[src/elev_consts.svh]
`ifndef ELEV_CONSTS_SVH
`define ELEV_CONSTS_SVH
// register offsets (byte addresses, one word each)
`define OFF_CTRL      6'h00
`define OFF_STATUS    6'h04
`define OFF_XFER_IN   6'h08
`define OFF_XFER_OUT  6'h0c
`define OFF_XFER_RNG  6'h10
`define OFF_INTERLOCK 6'h14
`define OFF_LANDING   6'h18
// ctrl field positions
`define CTRL_ONGOING  0
`define CTRL_GROUP    1
`define CTRL_GONG_DO  2
`define CTRL_LIMSW1   3
`define CTRL_LIMSW2   4
`define CTRL_TWOSIDE  5
`define CTRL_VISITOR  6
`define CTRL_RESET    32'h00000000
// sizes
`define NUM_LAND      8
`define XFER_W        16
`define ATT_W         5
// timing
`define GONG_PULSE_NS 200000000
`define GONG_GAP_NS   300000000
`define CLK_NS        10
`define GONG_PULSE_CYC (`GONG_PULSE_NS / `CLK_NS)
`define GONG_GAP_CYC  (`GONG_GAP_NS / `CLK_NS)
`define INTERLOCK_DEF 32'h000f4240
`define ROPE_HOURS    24
`define ROPE_CYC_DEF  (64'd24 * 64'd3600 * 64'd100000000)
`define INV_UNMAPPED  32'hdeadbeef
`endif

[src/elev_pkg.sv]
package elev_pkg;
    typedef enum logic [3:0] {
        VIS_IDLE = 4'b0001,
        VIS_MAIN = 4'b0010,
        VIS_DEST = 4'b0100,
        VIS_DONE = 4'b1000
    } vis_state_t;
    typedef enum logic [2:0] {
        DOOR_IDLE   = 3'b001,
        DOOR_UNLOCK = 3'b010,
        DOOR_OPEN   = 3'b100
    } door_state_t;
endpackage

[src/elevator_status_output.sv]
// Behaviour
// - special service lamp only while a privileged key or car reservation active
// - special service lamp suppressed by any higher priority status
// - firemen lamp while firemen, fire emergency or emergency travel active
// - out-of-operation contact closed when healthy, open on fault or shutdown
// - up lamp when moving up, next output is down lamp
// - with ongoing option, lamps show continuing direction at standstill
// - car gong pulses when door opens after arrival at destination
// - group with gong option: gong on every door 1 opening
// - group with gong option: gong on own-landing call while door open
// - buzzer on landing firemen start when away from fire landing, door open
// - buzzer while overloaded at a landing and while nudging active
// - voice position outputs one per landing, bottom to top
// - doors-open from limit switches if fitted, else safety contact open
// - door 1 open from its limit switch if fitted, else safety contact
// - release interlock and start timer, open door 1 only after expiry
// - two access sides: same sequence for door 2 interlock
// - inputs first..last copied to outputs, count is difference plus one
// - smoke at evacuation landing: backup, else above, else below
// - sound button: two gong strokes going up, one going down
// - visitor input acknowledged; standstill sequence to main then visitor landing
// - rope brake test requested every 24 hours
// - five contiguous inputs reserved for attendant control
//
// The Avalon-MM interface to the registers and the register offsets were left to the implementer.
`timescale 1ns/10ps
`include "elev_consts.svh"
module elevator_status_output #(
    parameter logic [63:0] ROPE_CYC = `ROPE_CYC_DEF   // rope brake test interval
) (
    input  wire logic                  clk,             // 100 MHz clock
    input  wire logic                  rst_n,           // async reset, active low
    input  wire logic [5:0]            avs_address,     // byte address
    input  wire logic                  avs_read,        // read strobe
    input  wire logic                  avs_write,       // write strobe
    input  wire logic [31:0]           avs_writedata,   // write data
    input  wire logic [3:0]            avs_byteenable,  // byte lanes
    output logic [31:0]                avs_readdata,    // read data
    output logic                       avs_waitrequest, // stall
    input  wire logic                  key_special,     // special service key
    input  wire logic                  key_priority,    // priority travel key
    input  wire logic                  key_shutdown,    // shut-down key
    input  wire logic                  key_firemen,     // firemen key
    input  wire logic                  key_fire_emerg,  // fire emergency key
    input  wire logic                  car_reserved,    // car reservation
    input  wire logic                  higher_prio,     // e.g. excess temperature
    input  wire logic                  st_firemen,      // firemen mode active
    input  wire logic                  st_fire_emerg,   // fire emergency active
    input  wire logic                  st_emerg_travel, // emergency travel active
    input  wire logic                  st_fault,        // malfunction
    input  wire logic                  st_shutdown,     // shut down
    input  wire logic                  moving_up,       // car moving up
    input  wire logic                  moving_down,     // car moving down
    input  wire logic                  cont_up,         // continuing direction up
    input  wire logic                  cont_down,       // continuing direction down
    input  wire logic                  at_dest,         // arrived at destination
    input  wire logic                  door_opening,    // door open command seen
    input  wire logic                  own_land_call,   // landing call at car's landing
    input  wire logic                  firemen_start,   // landing firemen initiated
    input  wire logic                  at_fire_land,    // car at fireman landing
    input  wire logic                  at_landing,      // car level at a landing
    input  wire logic                  overload,        // overload condition
    input  wire logic                  nudging,         // nudging signal active
    input  wire logic [2:0]            car_pos,         // landing index
    input  wire logic                  pass_landing,    // pulse when passing a landing
    input  wire logic                  sound_button,    // blind passenger button
    input  wire logic                  door_safety_contact, // closed = 1
    input  wire logic                  limsw1_open,     // door 1 open limit
    input  wire logic                  limsw2_open,     // door 2 open limit
    input  wire logic                  open_req1,       // open request door 1
    input  wire logic                  open_req2,       // open request door 2
    input  wire logic                  smoke,           // fire detector
    input  wire logic                  backup_ok,       // backup landing reachable
    input  wire logic                  above_ok,        // landing above reachable
    input  wire logic                  visitor_in,      // visitor input
    input  wire logic                  car_cmds,        // car commands pending
    input  wire logic                  travel_done,     // travel finished pulse
    input  wire logic                  rope_brake_ok,   // rope brake test input
    input  wire logic [`ATT_W-1:0]     attendant_in,    // attendant control group
    input  wire logic [`XFER_W-1:0]    xfer_in,         // transfer inputs
    output logic                       special_lamp,    // special service
    output logic                       firemen_lamp,    // firemen / fire emergency
    output logic                       out_of_op_ok,    // break contact, 1 = closed
    output logic [1:0]                 dir_lamp,        // [0] up, [1] down
    output logic                       car_gong,        // in-car gong
    output logic                       buzzer,          // acoustic signal
    output logic [`NUM_LAND-1:0]       voice_pos,       // position announcement
    output logic                       doors_open,      // any door open
    output logic                       door1_open,      // door 1 open
    output logic                       interlock1,      // door 1 interlock release
    output logic                       interlock2,      // door 2 interlock release
    output logic                       door1_cmd,       // open door 1
    output logic                       door2_cmd,       // open door 2
    output logic [`XFER_W-1:0]         xfer_out,        // transferred signals
    output logic [1:0]                 evac_target,     // 0 main,1 backup,2 above,3 below
    output logic                       visitor_ack,     // visitor acknowledged
    output logic [1:0]                 visitor_goal,    // 1 main, 2 visitors' landing
    output logic                       rope_test_req,   // rope brake test strobe
    output logic [`ATT_W-1:0]          attendant_q      // attendant inputs held
);
    typedef struct packed {
        logic [31:0]               ctrl;
        logic [31:0]               ilk_time;
        logic [3:0]                xfer_first;
        logic [3:0]                xfer_last;
        logic [31:0]               rdata;
        logic                      ack;
        logic                      special, firemen, oop, buzz, dopen, d1open;
        logic [1:0]                dir;
        logic [`NUM_LAND-1:0]      voice;
        logic [`XFER_W-1:0]        xout;
        logic [1:0]                evac;
        logic                      gong;
        logic [31:0]               gong_cnt;
        logic [1:0]                strokes;
        logic                      door_prev;
        elev_pkg::door_state_t     d1, d2;
        logic [31:0]               t1, t2;
        elev_pkg::vis_state_t      vis;
        logic                      vack;
        logic [63:0]               rope_cnt;
        logic                      rope_req;
        logic                      rope_fail;
        logic [`ATT_W-1:0]         att;
    } state_t;

    state_t q, n;
    logic   dev_open1, dev_open2, vis_start;

    always_comb begin
        n = q;
        // one wait state: ack rises after the first request cycle, drops after the second
        n.ack = (avs_read | avs_write) & ~q.ack;
        if (avs_write) begin
            case (avs_address)
                `OFF_CTRL:      n.ctrl = avs_writedata;
                `OFF_XFER_RNG:  begin
                    n.xfer_first = avs_writedata[3:0];
                    n.xfer_last  = avs_writedata[11:8];
                end
                `OFF_INTERLOCK: n.ilk_time = avs_writedata;
                default:        n.ctrl = q.ctrl;
            endcase
        end
        if (avs_read) begin
            case (avs_address)
                `OFF_CTRL:      n.rdata = q.ctrl;
                `OFF_STATUS:    n.rdata = {20'h00000, q.rope_fail, q.vack, q.evac, q.dir,
                                           q.oop, q.firemen, q.special, q.buzz,
                                           q.dopen, q.d1open};
                `OFF_XFER_IN:   n.rdata = {16'h0000, xfer_in};
                `OFF_XFER_OUT:  n.rdata = {16'h0000, q.xout};
                `OFF_XFER_RNG:  n.rdata = {20'h00000, q.xfer_last, 4'h0, q.xfer_first};
                `OFF_INTERLOCK: n.rdata = q.ilk_time;
                `OFF_LANDING:   n.rdata = {29'h00000000, car_pos};
                default:        n.rdata = 32'h00000000;
            endcase
        end
        // lamps, privileged and fail-safe contacts
        n.special = (key_special | key_priority | key_shutdown | key_firemen
                     | key_fire_emerg | car_reserved)
                    & ~higher_prio;
        n.firemen = st_firemen | st_fire_emerg | st_emerg_travel;
        n.oop     = ~(st_fault | st_shutdown);
        // direction: bit 0 up, next bit down
        n.dir = {moving_down, moving_up};
        if (!moving_up && !moving_down && q.ctrl[`CTRL_ONGOING])
            n.dir = {cont_down, cont_up};
        n.buzz = (firemen_start & ~at_fire_land & q.dopen)
                 | (at_landing & overload) | nudging;
        n.voice = '0;
        n.voice[car_pos] = 1'b1;
        // door open indications; contact open means door left closed position
        n.d1open = q.ctrl[`CTRL_LIMSW1] ? limsw1_open : ~door_safety_contact;
        n.dopen  = q.ctrl[`CTRL_LIMSW1] | q.ctrl[`CTRL_LIMSW2]
                   ? (limsw1_open | limsw2_open) : ~door_safety_contact;
        // copy only addresses inside the window
        for (int i = 0; i < `XFER_W; i++)
            n.xout[i] = (4'(i) >= q.xfer_first && 4'(i) <= q.xfer_last)
                        ? xfer_in[i] : 1'b0;
        // evacuation redirect, backup landing tried first
        if (!smoke)          n.evac = 2'd0;
        else if (backup_ok)  n.evac = 2'd1;
        else if (above_ok)   n.evac = 2'd2;
        else                 n.evac = 2'd3;
        // gong: arrival, group options, sound button strokes
        n.door_prev = dev_open1;
        if (q.gong_cnt != 32'h0) begin
            n.gong_cnt = q.gong_cnt - 32'h1;
            if (q.gong_cnt == 32'(`GONG_GAP_CYC)) n.gong = 1'b0;
        end else if (q.strokes != 2'd0) begin
            n.strokes  = q.strokes - 2'd1;
            n.gong     = 1'b1;
            n.gong_cnt = 32'(`GONG_PULSE_CYC + `GONG_GAP_CYC);
        end else begin
            n.gong = 1'b0;
        end
        if (dev_open1 && !q.door_prev && at_dest)
            n.strokes = 2'd1;
        if (q.ctrl[`CTRL_GROUP] && q.ctrl[`CTRL_GONG_DO]) begin
            if (dev_open1 && !q.door_prev) n.strokes = 2'd1;
            if (q.dopen && own_land_call)  n.strokes = 2'd1;
        end
        if (sound_button && pass_landing)
            n.strokes = moving_up ? 2'd2 : 2'd1;
        // door interlock sequences
        case (q.d1)
            elev_pkg::DOOR_IDLE:   if (open_req1) begin
                n.d1 = elev_pkg::DOOR_UNLOCK;
                n.t1 = q.ilk_time;
            end
            elev_pkg::DOOR_UNLOCK: if (q.t1 == 32'h0) n.d1 = elev_pkg::DOOR_OPEN;
                                   else n.t1 = q.t1 - 32'h1;
            elev_pkg::DOOR_OPEN:   if (!open_req1) n.d1 = elev_pkg::DOOR_IDLE;
            default:               n.d1 = elev_pkg::DOOR_IDLE;
        endcase
        case (q.d2)
            elev_pkg::DOOR_IDLE:   if (open_req2 && q.ctrl[`CTRL_TWOSIDE]) begin
                n.d2 = elev_pkg::DOOR_UNLOCK;
                n.t2 = q.ilk_time;
            end
            elev_pkg::DOOR_UNLOCK: if (q.t2 == 32'h0) n.d2 = elev_pkg::DOOR_OPEN;
                                   else n.t2 = q.t2 - 32'h1;
            elev_pkg::DOOR_OPEN:   if (!open_req2) n.d2 = elev_pkg::DOOR_IDLE;
            default:               n.d2 = elev_pkg::DOOR_IDLE;
        endcase
        // visitor sequence: ack held from start to end
        case (q.vis)
            elev_pkg::VIS_IDLE: if (vis_start) begin
                n.vis = elev_pkg::VIS_MAIN;
                n.vack = 1'b1;
            end
            elev_pkg::VIS_MAIN: if (travel_done) n.vis = elev_pkg::VIS_DEST;
            elev_pkg::VIS_DEST: if (travel_done) n.vis = elev_pkg::VIS_DONE;
            elev_pkg::VIS_DONE: begin
                n.vis  = elev_pkg::VIS_IDLE;
                n.vack = 1'b0;
            end
            default:            n.vis = elev_pkg::VIS_IDLE;
        endcase
        // rope brake test strobe and result latch
        n.rope_req = 1'b0;
        if (q.rope_cnt >= ROPE_CYC - 64'd1) begin
            n.rope_cnt  = 64'h0;
            n.rope_req  = 1'b1;
            n.rope_fail = ~rope_brake_ok;
        end else begin
            n.rope_cnt = q.rope_cnt + 64'h1;
        end
        n.att = attendant_in;
    end

    assign dev_open1 = (q.d1 == elev_pkg::DOOR_OPEN);
    assign dev_open2 = (q.d2 == elev_pkg::DOOR_OPEN);
    assign vis_start = visitor_in & q.ctrl[`CTRL_VISITOR] & ~moving_up & ~moving_down
                       & door_safety_contact & ~car_cmds;

    // all state in one register; outputs inactive during reset
    always_ff @(posedge clk or negedge rst_n) begin
        if (!rst_n) begin
            q          <= '0;
            q.ctrl     <= `CTRL_RESET;
            q.ilk_time <= `INTERLOCK_DEF;
            q.d1       <= elev_pkg::DOOR_IDLE;
            q.d2       <= elev_pkg::DOOR_IDLE;
            q.vis      <= elev_pkg::VIS_IDLE;
            q.xfer_first <= 4'hf;
        end else begin
            q <= n;
        end
    end

    // single-cycle stall: request answered on its second cycle
    assign avs_waitrequest = (avs_read | avs_write) & ~q.ack;
    assign avs_readdata    = q.rdata;
    assign special_lamp = q.special;
    assign firemen_lamp = q.firemen;
    assign out_of_op_ok = q.oop;
    assign dir_lamp     = q.dir;
    assign car_gong     = q.gong;
    assign buzzer       = q.buzz;
    assign voice_pos    = q.voice;
    assign doors_open   = q.dopen;
    assign door1_open   = q.d1open;
    assign interlock1   = q.d1 != elev_pkg::DOOR_IDLE;
    assign interlock2   = q.d2 != elev_pkg::DOOR_IDLE;
    assign door1_cmd    = dev_open1;
    assign door2_cmd    = dev_open2;
    assign xfer_out     = q.xout;
    assign evac_target  = q.evac;
    assign visitor_ack  = q.vack;
    assign visitor_goal = {q.vis == elev_pkg::VIS_DEST, q.vis == elev_pkg::VIS_MAIN};
    assign rope_test_req = q.rope_req;
    assign attendant_q  = q.att;
endmodule

[config.mk]
export PLATFORM = sky130hd
export DESIGN_NAME = elevator_status_output
export DESIGN_NICKNAME = d
export VERILOG_FILES = /design/src/elev_pkg.sv /design/src/elevator_status_output.sv
export VERILOG_INCLUDE_DIRS = /design/src
export SDC_FILE = /design/constraint.sdc
export NUM_CORES = 1
export LEC_CHECK = 0
export BUFFER_PORTS_ARGS = -buffer_cell sky130_fd_sc_hd__buf_2
export CAP_MARGIN = 20
export CORE_MARGIN = 5
export CORE_UTILIZATION = 44
export CTS_CLUSTER_DIAMETER = 100
export CTS_CLUSTER_SIZE = 8
export DETAILED_ROUTE_END_ITERATION = 10
export GPL_ROUTABILITY_DRIVEN = 0
export PLACE_DENSITY = 0.65
export SLEW_MARGIN = 20
export SYNTH_ARGS = -nofsm -noshare
export SYNTH_HDL_FRONTEND = slang
export SYNTH_SLANG_ARGS = --single-unit
[constraint.sdc]
create_clock -name clk -period 2.3 [get_ports clk]
set_input_delay 0.46 -clock clk [delete_from_list [all_inputs] [get_ports clk]]
set_output_delay 0.46 -clock clk [all_outputs]
set_load 0.01 [all_outputs]
---- Yosys cells after proc, flatten, opt, wreduce, memory -nomap -nowiden ----
Cells that the tools add are included.
word-level totals
  output and inout bits ................... 81
  input port bits ......................... 108
  word-level logic and storage cells ...... 236
  bits in registers ....................... 321
operators by class
  reduce and logical (&&, ||, !) cells .... 46
  eq/ne operators ......................... 31
  order comparisons ....................... 35
  muxes and demuxes ....................... 57
  bitwise operators ....................... 32
  add/sub/neg operators ................... 5
operators by type and width
  cell                     count
  $pmux W32 S7             1
  $mux W32                 4
  $pmux W32 S2             2
  $sub A32 B1 Y32 const B  3
  $add A64 B1 Y64 const B  1
  $ge A64 B43 Y1 const B   1
  $logic_not A32 Y1        2
  $mux W64                 1
  $mux W34                 1
  $mux W33                 1
  $eq A32 B25 Y1 const B   1
  $ge A4 B4 Y1 const A     8
  $le A4 B4 Y1 const A     8
  $reduce_bool A32 Y1      1
  $logic_and A1 B1 Y1      25
  $mux W1                  22
  $mux W2                  11
  $ne A2 B2 Y1 const B     11
  $eq A6 B5 Y1 const B     3
  $mux W3                  6
  $pmux W3 S3              2
  $ge A3 B4 Y1 const A     4
  $le A3 B4 Y1 const A     4
  $reduce_and A3 Y1        5
  30 further kinds         78

---- Depth between registers and ports, before layout ----
Gate-level depths: netlist (run 1).
  word-level depth ........................ 8
  gate-level depth with buffers ........... 8
  depth with buffers taken out ............ 8

---- Least setup slack after synthesis (run 1) ----
OpenSTA, ideal clock, no wires.
  kind .................................... register -> register
  start point ............................. register q[150] (netlist bit)
  end point ............................... register q[172] (netlist bit)
  stages on the path, launching flop included .. 9
  setup slack ............................. -193 ps
  required time ........................... 2,180 ps
  setup time .............................. 120 ps
  buffers on the path ..................... 3
  arrival time ............................ 2,374 ps
  path through ............................ dfrtp_1 -> or4_1 -> buf_2 -> or3_1 -> buf_2 -> or3_1 -> buf_2 -> o31a_1 -> a31o_1
on the way
  cells in the longest elaborated chain, start to end .. 2
  elaborated cells on any way between the ends .. 4
  those cells by class .................... 1 x add/sub; 1 x mux; 2 x reduce/logical
ends and longest elaborated chain
  what                                                    line                                                          text
  from (decl)                                             elevator_status_output.sv:127                                 state_t q, n;
  from (signal assigned)                                  elevator_status_output.sv:269                                 q <= n;
  $sub A32 B1 Y32 or $reduce_bool A32 Y1 (tied branches)  elevator_status_output.sv:189, elevator_status_output.sv:188
  $mux W33 or $reduce_bool A2 Y1 (tied branches)          n/a
Parallel ways exist; a longest one is shown, timed or not.
A chain may end at the register's enable or synchronous reset.

---- Final worst setup path (run 1) ----
  start point ............................. register q[31] (netlist bit)
  end point ............................... register q[5] (netlist bit)
on the way
  cells in the longest elaborated chain, start to end .. 1
ends and longest elaborated chain
  what            line                           text
  $ge A64 B43 Y1  elevator_status_output.sv:243  if (q.rope_cnt >= ROPE_CYC - 64'd1) begin
Every way passes these cells.

==> flow_summary_export.csv, run 1 <==
group,metric,value,unit
outcome,status,"complete, but fails checks",
outcome,violations,"setup timing",
clocking,clk_latency,0.57,ns
global_routing,grt.busiest_layer,"met2",
clocking,cts_made_buffers,46,
worst_setup_path,crit_fanout,2,
clocking,clk_pin_slew,0.05,ns
synthesis,synth_edf_count,0,
detailed_routing,vias,13920,
run,maxCapViolCount,0,
worst_setup_path,cp-end-kind,"flop",
power_and_ir_drop,p_clk_share,34.5,%
timing,clock_skew,0.01426,ns
power_and_ir_drop,power.share.sequential,40.6,%
die,die_w,201.4,um
timing,worst_pin_slew,0.5112,ns
die,ioPinCount,189,
detailed_routing,wl_per_cell,20.02,um
timing,max_freq,0.4174,GHz
die,die_area,40560,um2
worst_setup_path,worstPathRequired,2.74,ns
synthesis,synth-seq-cells,321,
power_and_ir_drop,p_leak,0.008689,uW
die,core-area,36350,um2
timing,post-route-period-util,104.2,%
synthesis,synth_cell_type_count,85,
worst_setup_path,path_class,"reg2reg",
final_layout,multi_input_area,7410,um2
worst_hold_path,hold_path.class,"in2reg",
final_layout,post-route-util,55.19,%
synthesis,yosysMostFrequentCell,"dfrtp_1",
final_layout,n_antenna_cell,0,
place,dpl.hpwl,33.36,mm
global_routing,grt_pass1_wl,75.73,mm
timing,fin_crit,2.396,ns
power_and_ir_drop,cellPowerDensity,900.5,nW/um2
clocking,cts.sinks,321,
timing,fin_ws,-0.09595,ns
timing,setup_viol,45,
final_layout,seqCellArea,8055,um2
synthesis,synth_common_cells,"dfrtp_1 (307), nand2_1 (114), nor3_1 (82)",
synthesis,yosys_warnings,0,
global_routing,globalRouteMet1Util,30.75,%
timing,final_max_slew_viol_count,0,
detailed_routing,wl,47.30,mm
place,place_area,18320,um2
global_routing,met3_usage,4.867,%
die,die_y,201.4,um
clocking,cts-htree-levels,2,
global_routing,grt_remaining_overflow,0,
global_routing,grt_max_degree,69,
detailed_routing,ant_nets,0,
synthesis,syn_area,16120,um2
clocking,cts_tree,"done",
detailed_routing,remaining_drc_errors,0,
synthesis,async_flop_share,100.0,%
timing,rsz0062_at_grt,"true",
power_and_ir_drop,p_switching,5834,uW
synthesis,synthCells,1581,
timing,whs,0.03389,ns
global_routing,grtUsageMet2,37.36,%
synthesis,synth.area.top_cells,"dfrtp_1 (48%), mux2_2 (5.3%), buf_4 (3.1%)",
power_and_ir_drop,peakVddDrop,0.6916,mV
synthesis,synth_top_area_cell,"dfrtp_1",
global_routing,grtUsageTotal,22.82,%
final_layout,fin_area,20060,um2
final_layout,final_layout_size_suffix_gt1_share,30.52,%
detailed_routing,viasPerCell,5.891,
worst_setup_path,start_kind,"flop",
die,rows,70,
detailed_routing,firstDrtPassIters,5,
synthesis,synth_top_area_share,47.66,%
synthesis,ys_seq_area_share,49.95,%
timing,max_slew_margin,65.80,%
clocking,cts_root_buf,"clkbuf_16",
power_and_ir_drop,switching_share,32.29,%
synthesis,synth_flop_cell,"dfrtp_1",
power_and_ir_drop,p_int,12230,uW
final_layout,n_fill_cell,3134,
global_routing,antenna_found_initial,1,
final_layout,synthToLayoutAreaGrowth,24.47,%
synthesis,syn_area_per_cell,10.19,um2
timing,hold_viol,0,
die,initial_utilization,44.34,%
worst_setup_path,worst_ep_arrival_time,2.83,ns
detailed_routing,drt_iter0_markers,1111,
place,io_buffer_count,183,
power_and_ir_drop,pwr-share-comb,25.0,%
global_routing,grt_pass1_vias,13720,
final_layout,nNetsFinal,1975,
clocking,ctsLongestPathBuffers,3,
placed cells by master (no fill, tap or decap), types with 53 or more instances in the layout:
cell type	synthesis	layout
dfrtp_1	307	303
buf_2	14	182
buf_4	66	161
nand2_1	114	114
nor2_1	81	81
mux2_2	76	76
nor3_1	82	74
nand3_1	57	55
inv_1	55	53
o21ai_0	54	53
layer usage:
metal / wire (um) / vias to the layer above
li1: - / 6405
met1: 20140 / 6934
met2: 22610 / 482
met3: 3121 / 92
met4: 1425 / 2
met5: 7 / -
through the flow:
stage / cells / setup TNS, ns / total power [uW] / setup slack (ns)
final: 2362 / -3.057 / 18070 / -0.09595
after global routing: 2362 / -5.616 / 18990 / -0.1395
after CTS: 2352 / -2.719 / 17920 / -0.08065
after detailed placement: 2258 / -4.070 / 11600 / -0.1393
after global placement: 2258 / -2.857 / 11480 / -0.1083
after floorplan: 1601 / -0.6337 / 9604 / -0.1932
registers in the layout, indices dropped and copies added (netlist names):
signal,flops
attendant_q,5
evac_target,2
voice_pos,8
dir_lamp,2
door1_open,1
doors_open,1
q,247
firemen_lamp,1
avs_readdata,32
special_lamp,1
out_of_op_ok,1
visitor_ack,1
car_gong,1
rope_test_req,1
xfer_out,16
buzzer,1
logic make-up (layout without fill, tap and decap cells):
kind of cell,count (synthesis),after routing,synth area share (%)
AND/OR/NAND/NOR,560,560,18.68
adder cells (fa/ha/maj),7,7,0.5434
AO/OA/AOI/OAI,349,349,15.92
buffers and inverters,213,506,6.606
flip-flops,321,321,49.95
multiplexers,80,80,5.558
other,1,21,0.02327
XOR/XNOR,50,50,2.717
power by group through the flow:
stage | clock network, uW | logic (uW) | registers (uW)
floorplan | 0 | 2540 | 7060
global placement | 0 | 4170 | 7300
detailed placement | 0 | 4260 | 7340
CTS | 6360 | 4320 | 7240
global route | 6630 | 4960 | 7410
finish | 6220 | 4510 | 7330
what timing repair did:
item	in CTS	in global routing
hold buffers	7	0
hold endpoints to repair	43	0
endpoints found under the setup margin	69	125
pin swaps	2	16
cloned	1	0
gates resized for setup	17	41
buffers inserted	4	10
area by class of cell:
type	instances	area share [%]
tap	468	2.919
sequential	321	40.15
inverter	57	1.079
clock buffer	78	6.337
multi-input combinational	1067	36.93
timing repair buffer	367	12.37
clock inverter	4	0.2120
worst max-delay path, cell delays in order (launching register included):
cell,delay (ns)
dfrtp_1,0.39
or4_4,0.54
or4_4,0.52
a211o_1,0.29
buf_4,0.15
buf_6,0.10
a21o_1,0.17
o311a_1,0.10
worst paths after layout:
check,slack (ns),end,from,depth (start not counted)
setup / recovery,-0.1,q[5],q[31],7
hold / removal,0.03,out_of_op_ok,st_shutdown,2
setup reg to reg,-0.1,q[5],q[31],7
hold reg to reg,0.47,q[216],q[216],1
max in group asynchronous,1.13,q[276],rst_n,3
min in group asynchronous,0.41,q[27],rst_n,2
Power figures use the tool's default switching activity.
==> run 2: changes to the inputs <==
--- a/config.mk
+++ b/config.mk
@@ -14,7 +14,6 @@
 export CTS_CLUSTER_SIZE = 8
 export DETAILED_ROUTE_END_ITERATION = 10
 export GPL_ROUTABILITY_DRIVEN = 0
-export PLACE_DENSITY = 0.65
 export SLEW_MARGIN = 20
 export SYNTH_ARGS = -nofsm -noshare
 export SYNTH_HDL_FRONTEND = slang
==> constraint.sdc (replaced) <==
create_clock -name clk -period 2.58 [get_ports clk]
set_input_delay 0.516 -clock clk [delete_from_list [all_inputs] [get_ports clk]]
set_output_delay 0.516 -clock clk [all_outputs]
set_load 0.01 [all_outputs]
==> flow_summary_export.csv, run 2 (same netlist as run 1, synthesis figures left out) <==
group,metric,value,unit
worst_setup_path,cp-startpoint,"q[27]",
timing,rsz0062_at_grt,"false",
worst_setup_path,path_common_cell,"or4_1",
global_routing,grt_pass1_vias,13390,
worst_setup_path,path_delay_family,"simple AND/OR/NAND/NOR gates",
die,die_w,201.4,um
global_routing,grtUsageTotal,22.45,%
worst_setup_path,worstPathRequired,3.00,ns
detailed_routing,ant_nets,0,
timing,max_freq,0.4051,GHz
die,die_area,40560,um2
place,place_area,17760,um2
timing,final_max_slew_viol_count,0,
final_layout,multi_input_area,7113,um2
worst_hold_path,holdPathStages,1,
final_layout,nNetsFinal,1895,
final_layout,synthToLayoutAreaGrowth,18.90,%
power_and_ir_drop,pwr-share-comb,21.8,%
clocking,clk_latency,0.57,ns
power_and_ir_drop,p_switching,5034,uW
die,ioPinCount,189,
timing,hold_viol,0,
global_routing,grt_max_degree,75,
worst_setup_path,worst_ep_arrival_time,2.89,ns
timing,setup_viol,0,
worst_setup_path,cp_cell_sequence,"or4_1 > or4_1 > a211o_1 > a21boi_4 > clkbuf_16 > nor3_1",
worst_setup_path,start_kind,"flop",
die,initial_utilization,44.34,%
clocking,ctsLongestPathBuffers,3,
clocking,cts_made_buffers,46,
detailed_routing,vias,13520,
final_layout,final_common_cell,"dfrtp_1",
power_and_ir_drop,p_int,10550,uW
die,core-area,36350,um2
clocking,cts_root_buf,"clkbuf_16",
place,io_buffer_count,183,
worst_setup_path,cp-end-kind,"flop",
worst_setup_path,cp_num_cells,6,
final_layout,n_fill_cell,3326,
clocking,cts.sinks,321,
timing,clock_skew,0.01732,ns
global_routing,grt_pass1_wl,74.44,mm
timing,whs,0.06542,ns
final_layout,final_layout_size_suffix_gt1_share,25.26,%
worst_setup_path,crit_fanout,22,
power_and_ir_drop,p_leak,0.008250,uW
timing,max_slew_margin,43.80,%
final_layout,layout_common_cells,"dfrtp_1 (307), buf_2 (182), nand2_1 (114), buf_4 (92)",
outcome,status,"completed",
die,die_y,201.4,um
clocking,cts-htree-levels,2,
worst_setup_path,path_class,"reg2reg",
detailed_routing,viasPerCell,5.912,
clocking,clk_pin_slew,0.05,ns
worst_setup_path,rr_startpoint,"q[27]",
final_layout,fin_area,19160,um2
final_layout,seqCellArea,8050,um2
timing,post-route-period-util,95.68,%
final_layout,largest_register_ff_count,247,
run,maxCapViolCount,0,
detailed_routing,remaining_drc_errors,0,
worst_setup_path,rr_worst_depth,6,
global_routing,grt_remaining_overflow,0,
detailed_routing,wl_per_cell,20.42,um
timing,worst_pin_slew,0.8313,ns
final_layout,regMostFlops,"q",
timing,fin_crit,2.468,ns
detailed_routing,firstDrtPassIters,7,
worst_setup_path,slowest_stage,"or4_1",
power_and_ir_drop,peakVddDrop,0.5563,mV
final_layout,post-route-util,52.73,%
timing,final.setup.tns,0,ns
detailed_routing,wl,46.67,mm
worst_hold_path,hp-start,"attendant_in[1]",
power_and_ir_drop,switching_share,32.30,%
power_and_ir_drop,cellPowerDensity,813.2,nW/um2
place,post-place-ws,0.1020,ns
detailed_routing,drt_iter0_markers,1069,
die,rows,70,
power_and_ir_drop,power.share.sequential,41.9,%
clocking,cts_tree,"done",
place,dpl.hpwl,32.58,mm
global_routing,antenna_found_initial,3,
worst_setup_path,path_buf_inv,1,
worst_hold_path,hold_path.class,"in2reg",
worst_setup_path,worst_path_largest_cell_delay,0.56,ns
timing,fin_ws,0.1115,ns
power_and_ir_drop,p_clk_share,36.3,%
[run 2: through the flow]
| stage | instances | total power [uW] |
|---|---|---|
| after floorplan | 1601 | 8470 |
| after global placement | 2197 | 9868 |
| after detailed placement | 2197 | 9949 |
| after CTS | 2283 | 15690 |
| after global routing | 2286 | 16430 |
| final | 2286 | 15590 |
[run 2: final timing paths]
path	to	slack (ns)
min reg2reg	q[216]	0.43
min	attendant_q[1]	0.07
min in group asynchronous	rope_test_req	0.54
max reg2reg	q[39]	0.11
max	q[39]	0.11
max in group asynchronous	q[273]	1.29
[run 2: repair_timing]
item | CTS | global route
setup endpoints to repair | 0 | 19
endpoints found under the hold margin | 61 | 0
hold buffers | 1 | 0
setup buffers | 0 | 1
resized for setup | 0 | 3
[run 2: cell type report]
cell class,instances,area share (%)
antenna,1,0.01306
clock buffer,81,6.692
inverter,57,1.116
multi-input combinational,1067,37.12
timing repair buffer,287,9.663
tap,468,3.055
sequential,321,42.01
clock inverter,4,0.3395
[run 2: worst reg2reg max path, delay by kind of cell, from the launching register on]
| family | cells | cell delay [ns] |
|---|---|---|
| compound gates | 2 | 0.56 |
| buf+inv | 1 | 0.24 |
| simple gates | 3 | 1.14 |
| flops | 1 | 0.39 |
[run 2: layer usage]
layer	part of all wire [%]	global-route usage [%]	vias up	wire length (um)
met1	44	30.75	6719	20670
met3	6.4	4.496	101	2991
met2	46	35.97	425	21430
met5	0.058	0	-	27
li1	-	-	6266	-
met4	3.3	7.495	4	1561
[run 2: power groups by stage]
stage               clock [uW]  sequential, uW  combinational, uW
CTS                       5800            6500               3390
floorplan                    0            6260               2210
global route              6040            6630               3760
global placement             0            6550               3320
detailed placement           0            6570               3380
finish                    5660            6530               3400
